$ cat config.mk
export PLATFORM = sky130hd
export DESIGN_NAME = pcrp_device_flat
export DESIGN_NICKNAME = d
export VERILOG_FILES = /design/src/logic/pcrp_pkg.sv /design/src/logic/pcrp_if.sv /design/src/logic/pcrp_device.sv /design/src/flat_wrapper.sv
export VERILOG_INCLUDE_DIRS = /design/src /design/src/logic
export SDC_FILE = /design/constraint.sdc
export NUM_CORES = 2
export LEC_CHECK = 0
export ABC_CLOCK_PERIOD_IN_PS = 8600
export BUFFER_PORTS_ARGS = -buffer_cell sky130_fd_sc_hd__buf_4
export CORE_ASPECT_RATIO = 0.75
export CORE_UTILIZATION = 68
export CTS_CLUSTER_DIAMETER = 120
export DETAILED_ROUTE_END_ITERATION = 8
export PLACE_DENSITY = 0.84
export SYNTH_ARGS = -nofsm -noshare
export SYNTH_HDL_FRONTEND = slang
export SYNTH_SLANG_ARGS = --single-unit
$ cat constraint.sdc
create_clock -name clk_in -period 8.6 [get_ports clk_in]
set_clock_uncertainty 0.2 [all_clocks]
set_input_delay 0 -clock clk_in [delete_from_list [all_inputs] [get_ports clk_in]]
set_output_delay 0 -clock clk_in [all_outputs]
set_load 0.02 [all_outputs]
$ cat src/logic/pcrp_defines.svh
`ifndef PCRP_DEFINES_SVH
`define PCRP_DEFINES_SVH
// ==========================================
// Timing
`define PCRP_CLK_PERIOD_NS 25
`define PCRP_RESET_MIN_US 5
`define PCRP_RESET_MIN_CYCLES ((`PCRP_RESET_MIN_US * 1000 + `PCRP_CLK_PERIOD_NS - 1) / `PCRP_CLK_PERIOD_NS)
`define PCRP_SYNC_RDY_CYCLES 2
// ==========================================
// Register defaults
`define PCRP_REG_RESET 8'h00
`define PCRP_ALARM_ADDR 8'h03
`define PCRP_ALARM_SET_ADDR 8'hFF
`endif

$ cat src/logic/pcrp_pkg.sv
package pcrp_pkg;
  typedef enum logic [1:0] {
    PCRP_IDLE = 2'b00,
    PCRP_WAIT = 2'b01,
    PCRP_DONE = 2'b10
  } pcrp_state_type;
  typedef enum logic [1:0] {
    PCRP_H_IDLE = 2'b00,
    PCRP_H_SEL = 2'b01,
    PCRP_H_STB = 2'b10,
    PCRP_H_END = 2'b11
  } pcrp_hstate_type;
endpackage : pcrp_pkg

$ cat src/logic/pcrp_if.sv
`timescale 1ns/1ps
interface pcrp_if;
  logic pmode;
  logic [7:0] addr;
  logic cs_n;
  logic rd_n;
  logic wr_n;
  logic [7:0] d_host;
  logic d_host_oe;
  logic [7:0] d_dev;
  logic d_dev_oe;
  logic rdy_n;
  logic int_n;
  logic pclk;
  modport device (input pmode, addr, cs_n, rd_n, wr_n, d_host, d_host_oe, pclk,
    output d_dev, d_dev_oe, rdy_n, int_n);
  modport host (output pmode, addr, cs_n, rd_n, wr_n, d_host, d_host_oe, pclk,
    input d_dev, d_dev_oe, rdy_n, int_n);
endinterface : pcrp_if

$ cat src/logic/pcrp_device.sv
`timescale 1ns/1ps
`include "pcrp_defines.svh"
// Summary of operation
// - Pmode low async, high sync
// - Eight-bit address selects the register
// - Drive data only during selected read
// - Strobes ignored without chip select
// - Read starts on read strobe fall
// - Write starts on write strobe fall
// - Ready low when access completes
// - Interrupt on alarm bit rise, read clears
// - Host: address, chip select, then read
// - Host waits ready, captures, raises read
// - Write data before strobe; store then ready
// - Host raises chip select between commands
// - Sync mode timed by host clock
// - Sync ready within two clocks plus margin
// - Reset clears interface and registers
// - Reset held minimum; registers take defaults (bench holds reset only 6 clocks, 150 ns)
module pcrp_device
  import pcrp_pkg::*;
#(
  parameter int DEPTH = 256
) (
  input wire logic clk_in,
  input wire logic rstn_in,
  pcrp_if.device bus,
  input wire logic [7:0] alarm_in,
  output logic [7:0] ctrl_out
);
  // ==========================================
  // Strobe qualification
  pcrp_state_type state_q;
  pcrp_state_type state_d;
  logic [7:0] regs_q [DEPTH];
  logic [7:0] alarm_q;
  logic [7:0] alarm_prev_q;
  logic pclk_q;
  logic rd_prev_q;
  logic wr_prev_q;
  logic [1:0] cnt_q;
  logic [7:0] dout_q;
  logic oe_q;
  logic rdy_n_q;
  logic int_n_q;
  logic [7:0] ctrl_q;
  wire rd_act = !bus.cs_n && !bus.rd_n;
  wire wr_act = !bus.cs_n && !bus.wr_n;
  wire rd_fall = rd_act && rd_prev_q;
  wire wr_fall = wr_act && wr_prev_q;
  wire pclk_rise = bus.pclk && !pclk_q;
  // Async mode counts two system clocks in wait; sync waits two host clock edges
  wire tick = bus.pmode ? pclk_rise : 1'b1;
  wire cnt_done = (cnt_q == 2'(`PCRP_SYNC_RDY_CYCLES - 1));
  wire is_alarm = (bus.addr == `PCRP_ALARM_ADDR);
  wire alarm_read = (state_q == PCRP_WAIT) && rd_act && cnt_done && tick && is_alarm;
  wire [7:0] alarm_new = alarm_in & ~alarm_prev_q;
  wire released = !rd_act && !wr_act;
  always_comb begin
    state_d = state_q;
    case (state_q)
      PCRP_IDLE: begin
        if (rd_fall || wr_fall) begin
          state_d = PCRP_WAIT;
        end
      end
      PCRP_WAIT: begin
        if (released) begin
          state_d = PCRP_IDLE;
        end else if (cnt_done && tick) begin
          state_d = PCRP_DONE;
        end
      end
      PCRP_DONE: begin
        if (released) begin
          state_d = PCRP_IDLE;
        end
      end
      default: begin
        state_d = PCRP_IDLE;
      end
    endcase
  end

  // ==========================================
  // Next-value selection
  wire [1:0] cnt_step = (tick && !cnt_done) ? cnt_q + 2'h1 : cnt_q;
  wire [1:0] cnt_d = (state_q == PCRP_WAIT) ? cnt_step : 2'h0;
  wire rdy_n_d = (state_d != PCRP_DONE);
  wire oe_d = rd_act && ((state_d != PCRP_IDLE) || rd_fall);
  wire [7:0] rd_sel = is_alarm ? alarm_q : regs_q[bus.addr];
  // Follow the bus while the read stands, so a late address still shows
  wire [7:0] dout_d = rd_act ? rd_sel : dout_q;
  // A write with no data driven still answers, but stores nothing
  wire wr_commit = (state_q == PCRP_WAIT) && wr_act && cnt_done && tick && bus.d_host_oe;
  wire [7:0] alarm_kept = alarm_read ? 8'h00 : alarm_q;
  // New alarm wins over a clearing read in the same cycle
  wire [7:0] alarm_d = alarm_kept | alarm_new;
  wire int_n_d = (alarm_d == 8'h00);

  // ==========================================
  // Sequencing
  always_ff @(posedge clk_in or negedge rstn_in) begin
    if (!rstn_in) begin
      state_q <= PCRP_IDLE;
    end else begin
      state_q <= state_d;
    end
  end

  // Idle levels on reset, so no false strobe edge follows it
  always_ff @(posedge clk_in or negedge rstn_in) begin
    if (!rstn_in) begin
      pclk_q <= 1'b0;
      rd_prev_q <= 1'b1;
      wr_prev_q <= 1'b1;
    end else begin
      pclk_q <= bus.pclk;
      rd_prev_q <= !rd_act;
      wr_prev_q <= !wr_act;
    end
  end

  always_ff @(posedge clk_in or negedge rstn_in) begin
    if (!rstn_in) begin
      cnt_q <= 2'h0;
    end else begin
      cnt_q <= cnt_d;
    end
  end

  always_ff @(posedge clk_in or negedge rstn_in) begin
    if (!rstn_in) begin
      rdy_n_q <= 1'b1;
    end else begin
      rdy_n_q <= rdy_n_d;
    end
  end

  always_ff @(posedge clk_in or negedge rstn_in) begin
    if (!rstn_in) begin
      oe_q <= 1'b0;
    end else begin
      oe_q <= oe_d;
    end
  end

  always_ff @(posedge clk_in or negedge rstn_in) begin
    if (!rstn_in) begin
      dout_q <= 8'h00;
    end else begin
      dout_q <= dout_d;
    end
  end

  // ==========================================
  // Register storage
  genvar gi;
  for (gi = 0; gi < DEPTH; gi++) begin : g_reg
    always_ff @(posedge clk_in or negedge rstn_in) begin
      if (!rstn_in) begin
        regs_q[gi] <= `PCRP_REG_RESET;
      end else if (wr_commit && (bus.addr == 8'(gi))) begin
        regs_q[gi] <= bus.d_host;
      end
    end
  end

  // ==========================================
  // Alarm and interrupt
  always_ff @(posedge clk_in or negedge rstn_in) begin
    if (!rstn_in) begin
      alarm_prev_q <= 8'h00;
    end else begin
      alarm_prev_q <= alarm_in;
    end
  end

  always_ff @(posedge clk_in or negedge rstn_in) begin
    if (!rstn_in) begin
      alarm_q <= 8'h00;
    end else begin
      alarm_q <= alarm_d;
    end
  end

  always_ff @(posedge clk_in or negedge rstn_in) begin
    if (!rstn_in) begin
      int_n_q <= 1'b1;
    end else begin
      int_n_q <= int_n_d;
    end
  end

  always_ff @(posedge clk_in or negedge rstn_in) begin
    if (!rstn_in) begin
      ctrl_q <= 8'h00;
    end else begin
      ctrl_q <= regs_q[0];
    end
  end

  // ==========================================
  // Outputs
  assign bus.d_dev = dout_q;
  assign bus.d_dev_oe = oe_q;
  assign bus.rdy_n = rdy_n_q;
  assign bus.int_n = int_n_q;
  assign ctrl_out = ctrl_q;
endmodule : pcrp_device

$ cat src/flat_wrapper.sv
// flat-port wrapper written by rule: the top's interface ports become plain ports
module pcrp_device_flat import pcrp_pkg::*;
#(
  parameter int DEPTH = 256
)
  (clk_in, rstn_in, alarm_in, ctrl_out, bus_pmode, bus_addr, bus_cs_n, bus_rd_n, bus_wr_n, bus_d_host, bus_d_host_oe, bus_pclk, bus_d_dev, bus_d_dev_oe, bus_rdy_n, bus_int_n);
  pcrp_if bus_i ();
  input wire logic clk_in;
  input wire logic rstn_in;
  input wire logic [7:0] alarm_in;
  output logic [7:0] ctrl_out;
  input wire logic [$bits(bus_i.pmode)-1:0] bus_pmode;
  input wire logic [$bits(bus_i.addr)-1:0] bus_addr;
  input wire logic [$bits(bus_i.cs_n)-1:0] bus_cs_n;
  input wire logic [$bits(bus_i.rd_n)-1:0] bus_rd_n;
  input wire logic [$bits(bus_i.wr_n)-1:0] bus_wr_n;
  input wire logic [$bits(bus_i.d_host)-1:0] bus_d_host;
  input wire logic [$bits(bus_i.d_host_oe)-1:0] bus_d_host_oe;
  input wire logic [$bits(bus_i.pclk)-1:0] bus_pclk;
  output wire logic [$bits(bus_i.d_dev)-1:0] bus_d_dev;
  output wire logic [$bits(bus_i.d_dev_oe)-1:0] bus_d_dev_oe;
  output wire logic [$bits(bus_i.rdy_n)-1:0] bus_rdy_n;
  output wire logic [$bits(bus_i.int_n)-1:0] bus_int_n;
  assign bus_i.pmode = bus_pmode;
  assign bus_i.addr = bus_addr;
  assign bus_i.cs_n = bus_cs_n;
  assign bus_i.rd_n = bus_rd_n;
  assign bus_i.wr_n = bus_wr_n;
  assign bus_i.d_host = bus_d_host;
  assign bus_i.d_host_oe = bus_d_host_oe;
  assign bus_i.pclk = bus_pclk;
  assign bus_d_dev = bus_i.d_dev;
  assign bus_d_dev_oe = bus_i.d_dev_oe;
  assign bus_rdy_n = bus_i.rdy_n;
  assign bus_int_n = bus_i.int_n;
  pcrp_device #(.DEPTH(DEPTH)) u_core (.clk_in(clk_in), .rstn_in(rstn_in), .bus(bus_i), .alarm_in(alarm_in), .ctrl_out(ctrl_out));
endmodule
Word-level counts from Yosys, hierarchy flattened:

Cells that the tools add are included.

* flip-flop bits (word level): 2090
* bits in latches: 0
* bits in writable memories: 0
* bits in read-only memories: 0
* output and inout bits: 19
* memories kept: 0

* add/subtract/negate cells: 1
* multipliers: 0
* div/mod/pow operators: 0
* magnitude comparators: 1
* eq/ne operators: 260
* shifts and indexed selects: 0
* multiplexer cells: 13
* bitwise logic cells: 4
* reduce and logical (&&, ||, !) cells: 286

Operators with widths (count)
* $eq 8x8->1 const B: 128
* $eq 8x7->1 const B: 64
* $logic_and 1x1->1: 273
* $eq 8x6->1 const B: 32
* $eq 8x5->1 const B: 16
* $bmux 8 s8: 1
* $eq 8x4->1 const B: 8
* $eq 8x3->1 const B: 4
* $mux 8: 4
* $eq 8x2->1 const B: 2
* $logic_not 8->1: 2
* $mux 2: 6
* $ge 9x9->1 const B: 1
* $not 8->9: 1
* $and 8x8->8: 1
* $eq 8x1->1 const B: 1
* $not 8->8: 1
* $or 8x8->8: 1
* $logic_not 1->1: 7
* $pmux 2 s3: 1
* $eq 2x1->1 const B: 2
* $ne 2x2->1 const B: 2
* $add 2x1->2 const B: 1
* $eq 2x2->1 const B: 1
* other kinds (4): 5

Longest topological paths before layout:

* word-level depth: 10
* depth in mapped cells: 13
* mapped depth without buffers: 8

Least setup slack after synthesis:

No wires, ideal clock.

* path type: register -> register
* from: register u_core.cnt_q[1]
* to: register u_core.regs_q[1288] in the netlist's numbering
* data arrival time: 2.374 ns
* setup slack: 5.901 ns
* cell stages (with the launch flop): 9
* path buffers: 1
* path through: dfrtp_1 > inv_1 > ha_1 > o2111ai_1 > nor3_1 > nand3_2 > buf_4 > nor2_2 > mux2_2

* word-level cells in the longest chain between the ends: 5

RTL lines
* start, declared: line pcrp_device.sv:41 `logic [1:0] cnt_q;`
* start signal, assigned: line pcrp_device.sv:128 `cnt_q <= cnt_d;`
* $eq 2x1->1: line pcrp_device.sv:54 `` wire cnt_done = (cnt_q == 2'(`PCRP_SYNC_RDY_CYCLES - 1)); ``
* $logic_and 1x1->1 (3 in a row): line pcrp_device.sv:95 `wire wr_commit = (state_q == PCRP_WAIT) && wr_act && cnt_done && tick && bus.d_host_oe;`
* $logic_and 1x1->1: line pcrp_device.sv:163 `end else if (wr_commit && (bus.addr == 8'(gi))) begin`
* end signal, assigned by index: line pcrp_device.sv:162 `` regs_q[gi] <= `PCRP_REG_RESET; ``
* end signal, assigned by index: line pcrp_device.sv:164 `regs_q[gi] <= bus.d_host;`
* end, declared: line pcrp_device.sv:35 `logic [7:0] regs_q [DEPTH];`

No other way between the ends.
A chain may end at the register's enable or synchronous reset.

Worst setup path in the final report:

* from: input bus_addr[1]
* to: register u_core.dout_q[1], in the netlist u_core.bus.d_dev[1]

* word-level cells in the longest chain between the ends: 5
* elaborated cells on any way between the ends: 6

RTL lines
* start, declared: line flat_wrapper.sv:13 `input wire logic [$bits(bus_i.addr)-1:0] bus_addr;`
* $not 8->9 (implied by the code): line pcrp_device.sv:91 `wire [7:0] rd_sel = is_alarm ? alarm_q : regs_q[bus.addr];`
* $bmux 8 s8: line pcrp_device.sv:91
* $mux 8 (implied by the code) (2 in a row): line pcrp_device.sv:91
* $mux 8 *: line pcrp_device.sv:91
* end signal, assigned: line pcrp_device.sv:152 `dout_q <= dout_d;`
* end, declared: line pcrp_device.sv:42 `logic [7:0] dout_q;`

Mark *: on every way between the ends. The rest lies on a longest branch, timed or not. The select of a mux whose other input is x is not followed.

==> metrics.txt <==
CP arrival=5.40 ns; Vias per Instance=7.21; RD Place Congestion=0.958; CTS Sinks=2089; Synth Register Bits=2089; Mean Syn Cell Area=15.5 um2; mapped cell area=94700 um2; crit share post-route=0.565; status=finished with violations; multiplexer share of the synthesized area=0.377; RSZ-0062 raised after global routing=false; Logic pwr share=0.055; Post-synth ARST share=1.00; PD cells=190 nW/um2; Setup TNS Final=0 ns; fin nets=6094; Overflow after GRT=0; CP Max Fanout=72; CP bufs+invs=4; Routed WL per cell=33.1 um; Final Hold Vio Count=0; Routed Wire Length=268000 um; largest family of logic cells by synthesized area=multiplexers; Num CTS Buffers=189; Post-synth EDFFs=0; Cell Int Power=15.1 mW; crit-path leading delay family=buffers and inverters; CTS tree=built; post-synthesis xor/xnor area fraction=0.0000925; CP max-delay cell=a2111oi_0; DRC violations left=0; layout cell share with drive strength beyond 1=0.502; drt pass-1 iters=9; first-pass GRT wire length=403000 um; P_leak=50.0 nW; post-route setup slack=3.74 ns; WS Path Type=input port to register; number of global-route vias before repair=59.7k; worst slack, placed=4.21 ns; Critical Path Max Stage Delay=1.23 ns; Maximum Capacitance Violations=1; Clk pwr share=0.442; worst-skew pair later-pin latency=0.86 ns; cells after synthesis=6123; Final Slew Violations=0; Die Y=325 um; Unique masters post-synth=70; post-synth top area share=0.551; clk root buf=clkbuf_16; crit path launch type=input port; synth warn=0; Primary FF master, synth=dfrtp_1; clk slew on worst S/H paths=0.07 ns; die footprint=141000 um2; Design Area, Final=104000 um2; Compound-Gate Fraction of Synth Area=0.0186; Peak Freq=206 MHz; sequential group share of total power=0.504; failing checks=max-capacitance violations; Core ar.=138000 um2; Area growth, synth to finish=9.29%; switch share=0.234; CTS max path bufs=3; post-synthesis sequential area ratio=0.552; Area contributors post-synth=dfrtp_1, mux2_2, mux4_2; Critical Path RT=9.14 ns; via count=58.3k; maximum vdd drop=0.000199 V; Final Setup Violations=0; post-layout minimum cycle time=4.86 ns; PostCTS Resize Cnt=0; GRT Util Overall=0.390; Syn Nets=6156; Rel. slew slack=0.0221; final std cells w/o fill=8096; initial antenna violation count=20; post-synthesis adder-cell area fraction=0.000132; post-layout util=0.749; Die W=433 um; CP cell instances=buf_8, buf_4, mux4_2, mux4_2, nor2b_1, a2111oi_0, a31oi_1, nand4_1, dlygate4sd3_1, o21ai_0, dlygate4sd3_1; ANT nets after route=0; initial core utilization=0.685; DRT iter0 DRCs=7138; Placed Area=96700 um2; # H-tree levels=4; Tightest Pin Transition=1.43 ns; critical path capture point type=register; hpwl dp=164000 um; Row Count=118; I/O pin cnt=51; setup bufs post-CTS=0; area leader, netlist=dfrtp_1; placed cells=7685; Hold WC Path Type=input port to register; IO Port Bufs=50; Post-Synth Simple-Gate Area=0.0313; largest net degree at the start of global routing=178; Psw=4.61 mW
-- flip-flops by register name (all words and copies together), names as in the netlist --
signal	count
u_core.regs_q	2047
u_core.alarm_prev_q	8
u_core.alarm_q	8
u_core.bus.d_dev	8
u_core.ctrl_out	8
u_core.cnt_q	2
u_core.state_q	2
u_core.bus.d_dev_oe	1
u_core.bus.int_n	1
u_core.bus.rdy_n	1
u_core.pclk_q	1
u_core.rd_prev_q	1
u_core.wr_prev_q	1
-- power by group through the flow --
| stage | clock [mW] | combinational, mW | sequential [mW] |
|---|---|---|---|
| finish | 8.69 | 1.07 | 9.91 |
| global route | 9.10 | 1.13 | 9.90 |
| CTS | 8.72 | 1.06 | 9.91 |
| detailed placement | 0 | 1.03 | 10.1 |
| global placement | 0 | 1.02 | 10.1 |
| floorplan | 0 | 0.503 | 10.1 |
-- Yosys cell counts (9+ instances only) --
master    instances
a21oi_1          21
a22oi_1          29
a32oi_1          20
inv_1            15
nand2_1         316
clkbuf_1        303
o22a_1           13
and3_1           10
dfrtp_1        2085
buf_2           112
nand3_1          45
o221ai_1          9
nor3_1           21
buf_4            12
a31oi_1           9
a221oi_1         14
mux2_2         2051
o21ai_0          26
mux2i_1         114
o22ai_1          45
a32o_1            9
mux4_2          510
buf_1            28
nor2_2           73
nor2b_1          13
nand4_1          10
nor2_1          103
nand2b_1         12
-- through the flow --
stage	power [mW]	hold WS [ns]
final	19.7	0.0850
after global routing	20.1	0.114
after CTS	19.7	0.0122
after detailed placement	11.1	-0.0798
after global placement	11.1	-0.0812
after floorplan	10.6	-0.496
-- timing repair --
action | CTS | global route
hold endpoints to repair | 1924 | 0
hold buffers | 45 | 0
endpoints found under the setup margin | 0 | 0
-- worst register-to-register path: stages (launching register included) --
cell and delay, ns:
dfrtp_1 0.40, mux4_2 0.47, mux4_2 0.52, nor2b_1 0.18
a2111oi_0 1.23, a31oi_1 0.12, nand4_1 0.19, dlygate4sd3_1 0.56
o21ai_0 0.07, dlygate4sd3_1 0.58
-- final timing paths --
check | endpoint | depth (start not counted) | from | slack, ns
max in group asynchronous | u_core.regs_q[790]$_DFFE_PN0P_ | 5 | rstn_in | 5.99
hold reg to reg | u_core.ctrl_out[7]$_DFF_PN0_ | 0 | u_core.regs_q[2047]$_DFFE_PN0P_ | 0.20
min in group asynchronous | u_core.regs_q[1520]$_DFFE_PN0P_ | 4 | rstn_in | 0.36
setup reg to reg | u_core.bus.d_dev[1]$_DFFE_PN0N_ | 9 | u_core.regs_q[1457]$_DFFE_PN0P_ | 3.98
hold / removal | u_core.state_q[0]$_DFF_PN0_ | 6 | bus_pmode | 0.09
setup / recovery | u_core.bus.d_dev[1]$_DFFE_PN0N_ | 11 | bus_addr[1] | 3.74
-- layout by cell type (no fill, tap or decap), types with 26 or more instances in the layout --
master,n
dlygate4sd3_1,44
o22ai_1,45
nor2_2,75
a22oi_1,29
clkbuf_16,196
clkbuf_8,57
nand2_1,315
dfrtp_1,2085
mux4_2,510
buf_4,135
nand3_1,44
mux2i_1,114
nor2_1,93
mux2_2,2051
o21ai_0,26
clkbuf_1,57
-- per-layer routing --
metal	GRT usage	part of all wire	vias to the layer above	routed length, um
li1	-	-	22741	-
met1	0.553	0.39	31512	105000
met2	0.543	0.44	3356	117000
met3	0.144	0.12	715	33100
met4	0.173	0.047	24	12600
met5	0.00683	0.0013	-	339
-- logic make-up (layout without fill, tap and decap cells) --
group	Yosys count	count (layout)
flip-flops	2089	2089
AND/OR/NAND/NOR	644	644
buffers and inverters	473	565
AO/OA/AOI/OAI	240	240
adder cells (fa/ha/maj)	1	1
XOR/XNOR	1	1
other	0	21
multiplexers	2675	2675
-- layout make-up --
cell class | instances | area (um2)
Clock inverter | 43 | 529
Clock buffer | 302 | 5790
Tap cell | 1860 | 2330
Fill cell | 8077 | 34700
Sequential cell | 2089 | 52300
Inverter | 17 | 68.8
Antenna cell | 21 | 52.6
Multi-Input combinational cell | 3561 | 40600
Timing Repair Buffer | 203 | 1880
Note: power is estimated with default switching activity, not from simulation.
